==> src/verilog/dpif_defines.vh <==
// constants for the drive protection input logic
`ifndef DPIF_DEFINES_VH
`define DPIF_DEFINES_VH
`define DPIF_CLK_HZ         20000000
`define DPIF_RST_PULSE_MS   12
`define DPIF_ALARM_CLR_MS   30
`define DPIF_RS_HOLD_MS     4000
`define DPIF_ERR_NONE       8'h00
`define DPIF_ERR_UV         8'h09
`define DPIF_ERR_LOCKOUT    8'h0d
`define DPIF_ERR_TEMP       8'h23
`define DPIF_SRC_CURRENT    2'h0
`define DPIF_SRC_VOLT2      2'h1
`define DPIF_SRC_VOLT1      2'h2
`define DPIF_ASRC_CURRENT   2'h0
`define DPIF_ASRC_VOLT2     2'h1
`define DPIF_LOCK_ALL       2'h0
`define DPIF_LOCK_EXC_FREQ  2'h1
`define DPIF_LOCK_OP_ALL    2'h2
`define DPIF_LOCK_OP_EXC    2'h3
`define DPIF_SYNC_SETTLE    2'h2
`define DPIF_LOCK_BIT_SEL   1
`define DPIF_LOCK_BIT_FREQ  0
`endif

==> src/verilog/dpif_sync.v <==
// two flip-flop synchroniser for a group of pin levels
`default_nettype none
module dpif_sync #(
  parameter W = 1
) (
  input  wire         clk,
  input  wire         sys_rst,
  input  wire [W-1:0] din,
  output reg  [W-1:0] dout
);
  reg [W-1:0] meta_r;
  always @(posedge clk) begin
    if (sys_rst) begin
      meta_r <= {W{1'b0}};
      dout   <= {W{1'b0}};
    end else begin
      meta_r <= din;
      dout   <= meta_r;
    end
  end
endmodule
`default_nettype wire

==> src/verilog/dpif_top.v <==
// protection and mode input decision logic of the motor drive
// Operation
// run at powerup with lockout: trip E13
// lockout trip clears on run off or reset
// reset clears lockout trip, run restarts immediately
// lockout check still applies after undervoltage reset
// controller waits 3 s before run; here output follows run with no wait
// bypass on: suppress motor output
// bypass off: delay, match, resume run
// match only above frequency threshold
// edit lock input blocks parameter changes
// lock scope chooses frequency edit exemption
// lock scope alone can enable lock
// select on, setting 00: current input
// select on, setting 01: second voltage
// select off: primary voltage input
// frequency source must select analog inputs; here no frequency source gates the select input
// reset pulse: output off, full reset, clear trip
// pulse 12 ms held; alarm cleared by 30 ms
// edge setting picks leading or trailing edge
// reset input accepts normally open only
// power-on runs same reset sequence
// reset held 4 s at powerup: comm error
// temperature fault: output off, trip E35
// trips latch until a qualifying reset
`include "dpif_defines.vh"
`default_nettype none
module dpif_top #(
  parameter [7:0]  FREQ_W        = 8'd16,
  parameter [31:0] RST_HOLD_CYC  = (`DPIF_CLK_HZ / 1000) * `DPIF_RS_HOLD_MS,
  parameter [31:0] CLR_CYC       = (`DPIF_CLK_HZ / 1000) * `DPIF_ALARM_CLR_MS,
  parameter [31:0] DELAY_UNIT    = `DPIF_CLK_HZ / 10
) (
  input  wire        clk,
  input  wire        sys_rst,
  input  wire        run_cmd_input,
  input  wire        restart_lockout_input,
  input  wire        bypass_takeover_input,
  input  wire        edit_lock_input,
  input  wire        analog_source_select_input,
  input  wire        reset_input,
  input  wire        motor_temp_sensor_input,
  input  wire        motor_temp_open_input,
  input  wire        undervoltage_input,
  input  wire        keypad_reset_key,
  input  wire        keypad_any_key,
  input  wire        param_write_req,
  input  wire        param_is_freq,
  input  wire [1:0]  lock_scope_setting,
  input  wire [1:0]  analog_source_setting,
  input  wire        reset_edge_setting,
  input  wire [7:0]  retry_delay_setting,
  input  wire [FREQ_W-1:0] frequency_match_threshold,
  input  wire [FREQ_W-1:0] motor_freq_meas,
  output reg         motor_output_en,
  output reg         freq_match_active,
  output reg         alarm_output,
  output reg  [7:0]  trip_code,
  output reg  [1:0]  analog_channel_sel,
  output reg         param_write_accept,
  output reg         comm_error
);
  localparam [3:0] BP_IDLE  = 4'h1;
  localparam [3:0] BP_HOLD  = 4'h2;
  localparam [3:0] BP_WAIT  = 4'h4;
  localparam [3:0] BP_MATCH = 4'h8;

  wire [7:0] pin_s;
  wire       run_s;
  wire       usp_s;
  wire       bp_s;
  wire       sft_s;
  wire       at_s;
  wire       rs_s;
  wire       th_hot_s;
  wire       th_open_s;
  wire       th_s;

  // every pin level except undervoltage_input crosses two flops before any logic reads it
  dpif_sync #(.W(8)) u_sync (
    .clk     (clk),
    .sys_rst (sys_rst),
    .din     ({run_cmd_input, restart_lockout_input, bypass_takeover_input,
               edit_lock_input, analog_source_select_input, reset_input,
               motor_temp_sensor_input, motor_temp_open_input}),
    .dout    (pin_s)
  );
  // reset pin taken as normally open only, no inversion option
  assign {run_s, usp_s, bp_s, sft_s, at_s, rs_s, th_hot_s, th_open_s} = pin_s;
  // a hot or an open sensor trips alike, joined after the flops
  assign th_s = th_hot_s | th_open_s;

  // pin history, trip latches and the bypass sequence
  reg        rs_d_r;
  reg        bp_d_r;
  reg        run_d_r;
  reg        uv_d_r;
  reg        pwr_pend_r;
  reg        rs_hold_r;
  reg [1:0]  settle_cnt_r;
  reg [31:0] hold_cnt_r;
  reg [31:0] clr_cnt_r;
  reg        trip_lock_r;
  reg        trip_temp_r;
  reg        trip_uv_r;
  reg        alarm_pend_r;
  reg [3:0]  bp_st_r;
  reg [31:0] dly_cnt_r;

  // one edge of a synced level, rising or falling as asked
  function edge_of;
    input cur;
    input prev;
    input falling;
    begin
      edge_of = falling ? (~cur & prev) : (cur & ~prev);
    end
  endfunction

  // pins read as zero until the synchroniser has refilled after reset
  wire settled = (settle_cnt_r == 2'h0);
  wire rs_rise = edge_of(rs_s, rs_d_r, 1'b0);
  wire rs_fall = edge_of(rs_s, rs_d_r, 1'b1);
  wire bp_rise = edge_of(bp_s, bp_d_r, 1'b0);
  wire bp_fall = edge_of(bp_s, bp_d_r, 1'b1);
  // edge setting picks which edge of the pulse fires the reset
  wire rs_fire = reset_edge_setting ? rs_fall : rs_rise;
  // pulse reset counts only once the reset pin has been seen low since powerup
  wire pin_rst = rs_fire & ~rs_hold_r;
  wire qual_rst = pin_rst | keypad_reset_key;
  // power-on performs the same reset sequence as a pin pulse
  wire do_rst = qual_rst | pwr_pend_r;
  wire any_trip = trip_lock_r | trip_temp_r | trip_uv_r;

  function [31:0] dly_cycles;
    input [7:0] tenths;
    begin
      dly_cycles = tenths * DELAY_UNIT;
    end
  endfunction

  always @(posedge clk) begin
    if (sys_rst) begin
      rs_d_r <= 1'b0;
      bp_d_r <= 1'b0;
      run_d_r <= 1'b0;
      uv_d_r <= 1'b0;
      pwr_pend_r <= 1'b0;
      settle_cnt_r <= `DPIF_SYNC_SETTLE;
      rs_hold_r <= 1'b1;
      hold_cnt_r <= 32'h0;
      comm_error <= 1'b0;
    end else begin
      rs_d_r <= rs_s;
      bp_d_r <= bp_s;
      run_d_r <= run_s;
      uv_d_r <= undervoltage_input;
      // power-on reset fires once the pins seen are real, not the flops' reset zeros
      if (!settled) begin
        settle_cnt_r <= settle_cnt_r - 2'h1;
      end
      pwr_pend_r <= (settle_cnt_r == 2'h1);
      // reset pin high from powerup: track how long, then raise comm error; no trip recorded
      if (rs_hold_r && settled) begin
        if (!rs_s) begin
          rs_hold_r <= 1'b0;
        end else if (hold_cnt_r < RST_HOLD_CYC) begin
          hold_cnt_r <= hold_cnt_r + 32'h1;
        end else begin
          comm_error <= 1'b1;
        end
      end
      if (comm_error && !rs_s && keypad_any_key) begin
        comm_error <= 1'b0;
      end
    end
  end

  always @(posedge clk) begin
    if (sys_rst) begin
      trip_lock_r <= 1'b0;
      trip_temp_r <= 1'b0;
      trip_uv_r <= 1'b0;
    end else begin
      // trips hold until cleared, set wins over clear
      // undervoltage still present at a reset keeps its trip
      if (uv_d_r) begin
        trip_uv_r <= 1'b1;
      end else if (qual_rst) begin
        trip_uv_r <= 1'b0;
      end
      if (th_s) begin
        trip_temp_r <= 1'b1;
      end else if (keypad_reset_key || pin_rst) begin
        trip_temp_r <= 1'b0;
      end
      // lockout check after powerup and after undervoltage recovery
      if ((pwr_pend_r || (trip_uv_r && qual_rst)) && usp_s && run_s) begin
        trip_lock_r <= 1'b1;
      end else if (!run_s || qual_rst) begin
        trip_lock_r <= 1'b0;
      end
    end
  end

  // alarm clear completes well inside the allowed window
  always @(posedge clk) begin
    if (sys_rst) begin
      alarm_output <= 1'b0;
      trip_code <= `DPIF_ERR_NONE;
      alarm_pend_r <= 1'b0;
      clr_cnt_r <= 32'h0;
    end else begin
      if (rs_rise) begin
        clr_cnt_r <= 32'h0;
      end else if (clr_cnt_r < CLR_CYC) begin
        clr_cnt_r <= clr_cnt_r + 32'h1;
      end
      alarm_output <= any_trip;
      // most urgent trip shows its code
      if (trip_temp_r) begin
        trip_code <= `DPIF_ERR_TEMP;
      end else if (trip_lock_r) begin
        trip_code <= `DPIF_ERR_LOCKOUT;
      end else if (trip_uv_r) begin
        trip_code <= `DPIF_ERR_UV;
      end else begin
        trip_code <= `DPIF_ERR_NONE;
      end
      alarm_pend_r <= any_trip;
    end
  end

  always @(posedge clk) begin
    if (sys_rst) begin
      bp_st_r <= BP_IDLE;
      dly_cnt_r <= 32'h0;
      freq_match_active <= 1'b0;
    end else begin
      freq_match_active <= 1'b0;
      case (bp_st_r)
        BP_IDLE: begin
          if (bp_rise) begin
            bp_st_r <= BP_HOLD;
          end
        end
        BP_HOLD: begin
          if (bp_fall) begin
            bp_st_r <= BP_WAIT;
            dly_cnt_r <= dly_cycles(retry_delay_setting);
          end
        end
        BP_WAIT: begin
          if (dly_cnt_r != 32'h0) begin
            dly_cnt_r <= dly_cnt_r - 32'h1;
          end else if (motor_freq_meas > frequency_match_threshold) begin
            bp_st_r <= BP_MATCH;
          end else begin
            // at or below the threshold the drive restarts without matching
            bp_st_r <= BP_IDLE;
          end
        end
        BP_MATCH: begin
          freq_match_active <= 1'b1;
          bp_st_r <= BP_IDLE;
        end
        default: begin
          bp_st_r <= BP_IDLE;
        end
      endcase
      if (do_rst && bp_st_r != BP_HOLD) begin
        freq_match_active <= 1'b0;
      end
    end
  end

  // lock active from input or from operator setting alone
  wire lock_on = sft_s | lock_scope_setting[`DPIF_LOCK_BIT_SEL];
  wire freq_exempt = lock_scope_setting[`DPIF_LOCK_BIT_FREQ];
  wire wr_ok = ~lock_on | (param_is_freq & freq_exempt);

  always @(posedge clk) begin
    if (sys_rst) begin
      motor_output_en <= 1'b0;
      analog_channel_sel <= `DPIF_SRC_VOLT1;
      param_write_accept <= 1'b0;
    end else begin
      // output off on reset, trip or bypass hold; resumes with run held
      motor_output_en <= run_s & ~any_trip & ~do_rst & ~rs_s & ~th_s &
                         (bp_st_r == BP_IDLE || bp_st_r == BP_MATCH);
      param_write_accept <= param_write_req & wr_ok;
      if (!at_s) begin
        analog_channel_sel <= `DPIF_SRC_VOLT1;
      end else if (analog_source_setting == `DPIF_ASRC_VOLT2) begin
        analog_channel_sel <= `DPIF_SRC_VOLT2;
      end else begin
        analog_channel_sel <= `DPIF_SRC_CURRENT;
      end
    end
  end
endmodule
`default_nettype wire

==> config.mk <==
export PLATFORM = sky130hd
export DESIGN_NAME = dpif_top
export DESIGN_NICKNAME = d
export VERILOG_FILES = /design/src/verilog/dpif_sync.v /design/src/verilog/dpif_top.v
export VERILOG_INCLUDE_DIRS = /design/src /design/src/verilog
export SDC_FILE = /design/constraint.sdc
export NUM_CORES = 1
export LEC_CHECK = 0
export BUFFER_PORTS_ARGS = -buffer_cell sky130_fd_sc_hd__buf_2
export CORE_MARGIN = 2
export CORE_UTILIZATION = 60
export CTS_BUF_LIST = sky130_fd_sc_hd__clkbuf_16
export CTS_CLUSTER_DIAMETER = 80
export CTS_CLUSTER_SIZE = 8
export DETAILED_ROUTE_END_ITERATION = 8
export PLACE_DENSITY = 0.81
export SLEW_MARGIN = 20
export SYNTH_ARGS = -nofsm -noshare
export SYNTH_HDL_FRONTEND = slang
export SYNTH_SLANG_ARGS = --single-unit
==> constraint.sdc <==
create_clock -name clk -period 4.9 [get_ports clk]
set_input_delay 0.245 -clock clk [delete_from_list [all_inputs] [get_ports clk]]
set_output_delay 0.245 -clock clk [all_outputs]
set_load 0.03 [all_outputs]
==> flow_results.org, run 1 <==
** Setup path
- By startpoint and endpoint, the worst setup path is classified as input port to flip-flop.
- Most common cell on crit path :: sky130_fd_sc_hd__fa_1
- Critical register-to-register path endpoint :: dly_cnt_r[4]
- Stage delay of the slowest cell on the critical path :: 0.54 ns
- Data arrival time of the worst path :: 4.05 ns
- Sequence of cells on the critical path :: buf_2 > fa_1 > ha_1 > inv_1 > fa_1 > fa_1 > inv_1 > ha_1 > and3_1 > a21boi_0 > a211oi_1 > a21oi_1 > a311oi_1 > xnor2_1 > o22ai_1
- STA classifies the critical path endpoint as a flip-flop.
- Worst setup path startpoint :: retry_delay_setting[2]
- Startpoint type of the worst setup path :: input port
- CP Data Required Time :: 5.13 ns
- In this run the critical register-to-register path is launched from dly_cnt_r[0].
- End point of the critical path :: dly_cnt_r[28]
- Along the worst path, the maximum fanout reaches 6.
- Worst-case reg-to-reg path depth :: 9
- Critical-path cell with the highest stage delay :: sky130_fd_sc_hd__fa_1
- For flop-to-flop paths, the worst setup slack is 1.89 ns.

** Timing
- Post-Route Hold Slack :: 0.04529 ns
- Final total negative setup slack :: 0 ns
- Final Slew Violations :: 0
- Share of the cycle needed by the critical path after routing :: 78.09%
- Setup repair after global routing left no endpoint under its margin.
- Fmax :: 0.2614 GHz
- Final setup viols :: 0
- Final hold vios :: 0
- The worst pin sits at a relative slew slack of 31.62%.
- Period minus WS final :: 3.826 ns
- Worst-margin pin slew :: 1.019 ns
- Clock skew on the completed layout was measured at 0.009088 ns.

** Clock tree
- CTS built an H-tree with a depth of 3.
- Cts hold-fix bufs :: 0
- TritonCTS built the clock tree.
- TritonCTS Buffers :: 9
- Maximum buffer depth of the clock tree :: 2
- Once the clock tree was built, the resizer swapped 0 gates to a different size.
- Clock sink count :: 105
- After clock tree synthesis, the clock-pin slew on the worst setup and hold paths is 0.07 ns.
- After clock tree synthesis, the setup repair step added 0 buffers.
- The tree is rooted in a sky130_fd_sc_hd__clkbuf_16.
- Clock latency on the worst-skew pair, taken at its later pin, is 0.35 ns.

** Synth
- Count of different cell masters after synthesis :: 69
- Mapped Area :: 6759 um^2
- In this run, synthesis inferred 0 flip-flops with an integrated enable.
- Number of cells produced by synthesis :: 793
- The synthesized design contains 105 register bits.
- Post-synth ARST share :: 0%
- Post-synth top area cell :: sky130_fd_sc_hd__dfxtp_1
- Synthesized area divided by synthesized cell count :: 8.523 um^2
- Sequential elements use 31.10% of the synthesized area.
- Top cell type's share of synthesized area :: 31.10%
- Main area contributors after synthesis :: sky130_fd_sc_hd__dfxtp_1, sky130_fd_sc_hd__ha_1, sky130_fd_sc_hd__fa_1, sky130_fd_sc_hd__nor2_1, sky130_fd_sc_hd__inv_1
- For this run, the number of Yosys warnings is 0.
- Among all flip-flop cells after synthesis, the most frequent one is sky130_fd_sc_hd__dfxtp_1.

** Cells and area
- Antenna diode count :: 0
- Most frequent cells in the layout :: sky130_fd_sc_hd__dfxtp_1, sky130_fd_sc_hd__ha_1, sky130_fd_sc_hd__nor2_1, sky130_fd_sc_hd__buf_2, sky130_fd_sc_hd__inv_1
- Leading cell type in the layout, fill and taps excluded :: sky130_fd_sc_hd__dfxtp_1
- Relative to the synthesized area, the layout overhead comes to 10.53%.
- After routing the design area is 7471 um^2.
- Ratio of cells with drive above 1 in the final layout :: 12.76%
- The net count of the finished layout is 1001.
- Number of fillers in the final layout :: 871

** Global route
- The number of antenna violations at the first check in global routing is 0.
- Total routing usage reported by global routing :: 24.60%
- The first global-routing pass estimated 23960 um of wire.
- The number of global-route vias before repair is 5400.
- Leftover overflow at the end of global routing :: 0
- Entering global routing, the biggest net connects 50 pins.

** Die
- The die is 110.1 um wide.
- The die covers 12130 um^2.
- From bottom edge to top edge, the die measures 110.1 um.
- Once the floorplan was initialized, standard cells occupied 61.81% of the core.
- Ports :: 75
- The initialized floorplan defines 38 standard-cell rows.
- Core ar. :: 10940 um^2

** Detailed routing
- The first detailed-routing pass ran for 6 iterations.
- Routed signal wires occupy layers up through met4.
- Starting DRT DRC Count :: 513
- Wire segments on met2 add up to 6984 um in the final route.
- In the routed layout, each cell is associated on average with a via count of 5.820.
- Mean routed wirelength per cell :: 14.59 um
- Post-route antenna net violation count :: 0
- Post-Route WL :: 14500 um
- After detailed routing, the wire length on met1 is 6384 um.
- The detailed router placed 5785 vias in this run.
- Residual DRC :: 0
- Detailed routing placed a total of 825 um of wire on met3.

** Power
- Max IR drop VDD :: 0.2486 mV
- Overall power consumption :: 2.280 mW
- Static leakage :: 3.291 nW
- For this design the ratio of total power to cell area is 305.2 nW/um^2.

** Placement
- Final weighted congestion in routability-driven placement :: 0.8956
- Port buffering added 71 buffers.
- Detail Placement HPWL :: 11020 um
- Once placement finished, the instance area stood at 7167 um^2.

** Run
- Max Cap Violations :: 0

** Run status
- The flow ran to the end, and the final reports show no timing, DRC or antenna violations.

** Min path
- Kind of path behind the tightest hold check :: input port to flip-flop
critical path: cells and delay by family:
family	cells	cell delay, ns
buf+inv	3	0.25
fa+ha+maj	5	2.19
compound gates	5	1.04
xor+xnor	1	0.16
simple gates	1	0.18
per-stage QoR:
stage                     setup slack, ns  utilization, %  cells
after floorplan                     1.131               -    795
after global placement             0.8192           65.54    978
after detailed placement           0.7011           65.54    978
after CTS                           1.089           68.32    994
after global routing               0.8355           68.32    994
final                               1.074           68.32    994
logic make-up (layout without fill, tap and decap cells):
logic type                 count (synthesis)  in the layout  synth area share [%]
adders and majority gates                 92             92                 18.92
muxes                                      2              2                0.2962
AOI/OAI and AO/OA                        148            148                 13.64
buffers and inverters                     97            156                 6.053
DFF                                      105            105                 31.10
other                                      1              3               0.05548
and+or+nand+nor                          304            304                 24.23
xor gates and xnor gates                  44             44                 5.702
routing by layer:
metal | track usage (%) | vias to the layer above
li1 | - | 2881
met1 | 30.46 | 2680
met2 | 42.59 | 198
met3 | 4.879 | 26
met4 | 8.571 | 0
met5 | 0 | -
sequential cells by signal (all words and copies together) (netlist names), 2 cells and up:
name / cells
hold_cnt_r: 32
analog_channel_sel: 2
u_sync.meta_r: 8
trip_code: 4
bp_st_r: 4
dly_cnt_r: 32
settle_cnt_r: 2
u_sync.dout: 8
worst min-delay path by stage:
stage                                   startpoint               endpoint  slack, ns  depth (start not counted)
after floorplan           analog_source_setting[1]  analog_channel_sel[0]       0.32                          1
after global placement              u_sync.dout[3]  analog_channel_sel[1]       0.39                          1
after CTS                 analog_source_setting[1]  analog_channel_sel[0]       0.03                          2
after global routing      analog_source_setting[1]  analog_channel_sel[0]       0.03                          2
after detailed placement            u_sync.dout[3]  analog_channel_sel[1]       0.40                          1
final                     analog_source_setting[1]  analog_channel_sel[0]       0.05                          2
report_power, final:
part | switching, mW | leakage [nW] | total [mW] | internal (mW)
registers | 0.0131 | 0.852 | 0.888 | 0.875
logic | 0.380 | 2.29 | 0.673 | 0.293
clock network | 0.354 | 0.149 | 0.719 | 0.364
layout make-up:
| class | instances | area, um^2 | share of cell area (%) |
|---|---|---|---|
| multi-input cells | 593 | 4260 | 57.03 |
| flip-flops and latches | 105 | 2102 | 28.14 |
| well taps | 140 | 175.2 | 2.345 |
| repair buffers | 75 | 385.4 | 5.158 |
| inverters | 65 | 244.0 | 3.266 |
| clock inverters | 7 | 78.83 | 1.055 |
| clock buffers | 9 | 225.2 | 3.015 |
cells in the mapped netlist, types with 5 or more instances:
| cell | number |
|---|---|
| sky130_fd_sc_hd__dfxtp_1 | 105 |
| sky130_fd_sc_hd__ha_1 | 75 |
| sky130_fd_sc_hd__nor2_1 | 71 |
| sky130_fd_sc_hd__inv_1 | 65 |
| sky130_fd_sc_hd__nand2_1 | 51 |
| sky130_fd_sc_hd__a21oi_1 | 44 |
| sky130_fd_sc_hd__nor3_1 | 34 |
| sky130_fd_sc_hd__o21ai_0 | 34 |
| sky130_fd_sc_hd__nor2b_1 | 30 |
| sky130_fd_sc_hd__xnor2_1 | 24 |
| sky130_fd_sc_hd__nand3_1 | 21 |
| sky130_fd_sc_hd__xor2_1 | 20 |
| sky130_fd_sc_hd__clkbuf_1 | 19 |
| sky130_fd_sc_hd__or3_1 | 18 |
| sky130_fd_sc_hd__fa_1 | 17 |
| sky130_fd_sc_hd__nor4_1 | 16 |
| sky130_fd_sc_hd__a21o_1 | 13 |
| sky130_fd_sc_hd__nand2b_1 | 10 |
| sky130_fd_sc_hd__a31oi_1 | 9 |
| sky130_fd_sc_hd__nand4_1 | 9 |
| sky130_fd_sc_hd__and3_1 | 7 |
| sky130_fd_sc_hd__a211oi_1 | 6 |
| sky130_fd_sc_hd__or4_1 | 6 |
| sky130_fd_sc_hd__buf_4 | 5 |
| sky130_fd_sc_hd__nor3b_1 | 5 |
Note: power is estimated with default switching activity, not from simulation.
==> inputs of run 2 (changes only) <==
Settings changed: ABC_AREA from default to 1, PLACE_DENSITY 0.81 to 0.8.
Clock period 4.9 ns to 3.87 ns, I/O delays scaled along.
==> flow_results.org, run 2 <==
** Run status
- The flow ran to the end, and the final reports show no timing, DRC or antenna violations.

** Synth
- The number of enable flip-flop cells after synthesis is 0 (unchanged).
- Total number of yosys warnings :: 0 (unchanged)
- Sequential share of the synthesized area :: 26.16% (-4.9 points)
- By count the netlist is led by sky130_fd_sc_hd__nand2_1, sky130_fd_sc_hd__nor2_1, sky130_fd_sc_hd__inv_1.
- Main area contributors after synthesis :: sky130_fd_sc_hd__dfxtp_1, sky130_fd_sc_hd__nand2_1, sky130_fd_sc_hd__ha_1, sky130_fd_sc_hd__nor2_1, sky130_fd_sc_hd__inv_1
- Synthesized area divided by synthesized cell count :: 6.412 um^2 (-25%)
- sky130_fd_sc_hd__nand2_1 is the most common cell in the netlist.
- The area share of the largest cell type after synthesis is 26.16% (-4.9 points).
- The count of unique library cells instantiated by Yosys was 40 (-42%).
- Number of cells produced by synthesis :: 1253 (+58%)
- Summed over all instances, the cell type with the most area after synthesis is sky130_fd_sc_hd__dfxtp_1.
- The post-synthesis instance area is 8034 um^2 (+19%).
- Post-synth ARST share :: 0% (unchanged)
- For this run, the leading register cell type out of synthesis is sky130_fd_sc_hd__dfxtp_1.
- Register bit total from synthesis :: 105 (unchanged)

** Die
- The site row count came to 42 (+11%).
- The area of the core region was 13140 um^2 (+20%).
- Ports :: 75 (unchanged)
- Die outline area :: 14330 um^2 (+18%)
- Floorplan die height :: 119.7 um (+8.7%)
- The initial cell density of the core is 61.15% (-0.66 points).
- The die span in x was 119.7 um (+8.7%).

** Detailed routing
- The detailed-route vias per instance is 5.140 (-12%).
- The number of remaining DRC errors was 0 (unchanged).
- The number of nets with antenna violations after routing is 0 (unchanged).
- First-pass iteration count of the detailed router :: 6 (unchanged)
- Starting DRT DRC Count :: 431 (-16%)
- Vias :: 7664 (+32%)
- The total wirelength of the detailed-routed design was 18990 um (+31%).
- The detailed-route wire length per cell is 12.74 um (-13%).

** Placement
- The number of cells after detailed placement is 1474 (+51%).
- Final weighted congestion in routability-driven placement :: 0.9370 (+4.6%)
- Detail Placement HPWL :: 14770 um (+34%)
- The number of I/O port buffers is 71 (unchanged).
- Setup slack after placement :: 0.2444 ns (-0.4567 ns)

** Clock tree
- The worst-skew pair later-pin latency was 0.36 ns (about the same).
- The post-cts resize count came to 0 (unchanged).
- Maximum buffer depth of the clock tree :: 2 (unchanged)
- TritonCTS built the clock tree.
- The CTS sink count is 105 (unchanged).
- The number of clock buffers inserted by TritonCTS is 9 (unchanged).
- The CTS clock-pin slew for the worst setup and hold paths came to 0.08 ns (about the same).
- The number of post-CTS setup repair buffers was 0 (unchanged).
- Number of levels the H-tree was split into :: 3 (unchanged)
- Clk root buf :: sky130_fd_sc_hd__clkbuf_16
- The count of hold-fix buffers inserted at cts is 1 (+1).

** Setup path
- CP Data Required Time :: 4.13 ns (-1.00 ns)
- Walking the worst path, the cells encountered are buf_2 > fa_1 > ha_1 > fa_1 > inv_1 > fa_1 > inv_1 > ha_1 > nand2_1 > nor2_1 > nand3_1 > nand3_1 > nand2_1 > nand3_1 > nand3_1 > and2_1.
- By instance count, the cell type seen most on the critical path is sky130_fd_sc_hd__nand3_1.
- Stage delay of the slowest cell on the critical path :: 0.53 ns (about the same)
- The largest individual stage delay along the critical path comes from the cell sky130_fd_sc_hd__fa_1.
- The arrival time of data at the critical path endpoint was 3.54 ns (-0.51 ns).
- The worst setup path is captured at a flip-flop.
- The maximum fanout encountered on the critical timing path is 6 (unchanged).
- Kind of critical path :: input port to flip-flop
- Startpoint type of the worst setup path :: input port

** Timing
- The largest clock skew in the final design was 0.007274 ns (-0.001814 ns).
- Fmax :: 0.3042 GHz
- Final Slew Violations :: 0 (unchanged)
- Setup repair after global routing left no endpoint under its margin.
- Final setup viols :: 0 (unchanged)
- Period minus WS final :: 3.288 ns
- Share of the cycle needed by the critical path after routing :: 84.95%
- The transition time of the tightest slew-check pin was 0.7027 ns (-0.3162 ns).
- Final total negative setup slack :: 0 ns (unchanged)
- Minimum setup slack in the final design :: 0.5824 ns (-0.4913 ns)
- Relative slew margins :: 52.79% (+21 points)
- The final count of hold timing violations is 0 (unchanged).

** Global route
- The largest net degree at the start of global routing was 67 (+34%).
- The number of antenna violations at the first check in global routing came to 0 (unchanged).
- The wire length of the first global-routing pass was 32020 um (+34%).
- Vias in the first global route :: 7060 (+31%)
- The total global-route track usage came to 27.40% (+2.8 points).
- The remaining global-route overflow came to 0 (unchanged).

** Power
- Power density over the cells :: 438.7 nW/um^2 (+44%)
- Static leakage :: 4.527 nW (+38%)
- Max IR drop VDD :: 0.3519 mV (+42%)

** Cells and area
- The number of antenna cells inserted came to 0 (unchanged).
- Leading cell type in the layout, fill and taps excluded :: sky130_fd_sc_hd__nand2_1
- The number of standard cells in the layout, taps in and fillers out was 1491 (+50%).
- The largest registers in the layout are dly_cnt_r (32), hold_cnt_r (32).
- The layout cell share with drive strength beyond 1 was 8.441% (-4.3 points).
- The number of nets at the end of the flow was 1462 (+46%).
- The top cell types in the final layout, fill and taps aside, are sky130_fd_sc_hd__nand2_1, sky130_fd_sc_hd__nor2_1, sky130_fd_sc_hd__inv_1.
- Compared with the post-synthesis result, the final layout area differs by 9.656%.

** Run
- The total of max-cap violations came to 0 (unchanged).

** Min path
- Kind of path behind the tightest hold check :: input port to flip-flop
## run 2: cell families after synthesis
group / Yosys count / synth area share (%)
AOI/OAI and AO/OA: 119 / 8.176
xor gates and xnor gates: 17 / 1.853
adders and majority gates: 92 / 15.92
buffers and inverters: 231 / 11.35
DFF: 105 / 26.16
other: 1 / 0.04668
and+or+nand+nor: 688 / 36.49
## run 2: final cells by class
cell class / count / area (um^2)
clock buffer: 9 / 225.2
clock inverter: 7 / 88.84
fill: 1242 / 4328
inverter: 198 / 743.2
multi-input combinational: 919 / 5027
sequential: 105 / 2102
tap: 176 / 220.2
timing repair buffer: 77 / 402.9
## run 2: power breakdown
part	internal, mW	total (mW)	switching, mW
sequential	1.14	1.18	0.0450
clock	0.472	0.954	0.482
combinational	0.621	1.73	1.11
total	2.23	3.86	1.64
## run 2: metrics by stage
| step | util (%) | area [um^2] | total power, mW | hold WS, ns |
|---|---|---|---|---|
| 6_report | 67.06 | 8810 | 3.865 | 0.02357 |
| 5_1_grt | 67.06 | 8810 | 4.180 | 0.01669 |
| 4_1_cts | 67.06 | 8810 | 3.871 | 0.01496 |
| 3_5_place_dp | 64.59 | 8486 | 2.909 | 0.3619 |
| 3_3_place_gp | 64.59 | 8486 | 2.886 | 0.3646 |
| 2_1_floorplan | - | 8041 | 2.523 | 0.2696 |
## run 2: per-layer routing
layer | global-route usage, % | part of all wire (%) | wire length (um) | vias to the layer above
met1 | 34.61 | 45 | 8615 | 3414
met2 | 48.46 | 49 | 9303 | 160
li1 | - | - | - | 4066
met4 | 7.353 | 1.5 | 278 | 0
met3 | 4.420 | 4.2 | 793 | 24
met5 | 0 | 0 | 0 | -
## run 2: worst paths after layout
path	cells past startpoint	start	to	slack, ns
setup / recovery	16	retry_delay_setting[2]	dly_cnt_r[23]	0.58
hold / removal	3	analog_source_select_input	u_sync.meta_r[3]	0.02
setup reg to reg	8	bp_st_r[1]	dly_cnt_r[22]	1.12
hold reg to reg	2	u_sync.meta_r[2]	u_sync.dout[2]	0.40
## run 2: worst max-delay path: cells and delay by family
family | cells | cell delay [ns]
fa+ha+maj | 5 | 2.21
simple gates | 8 | 0.88
buf+inv | 3 | 0.24
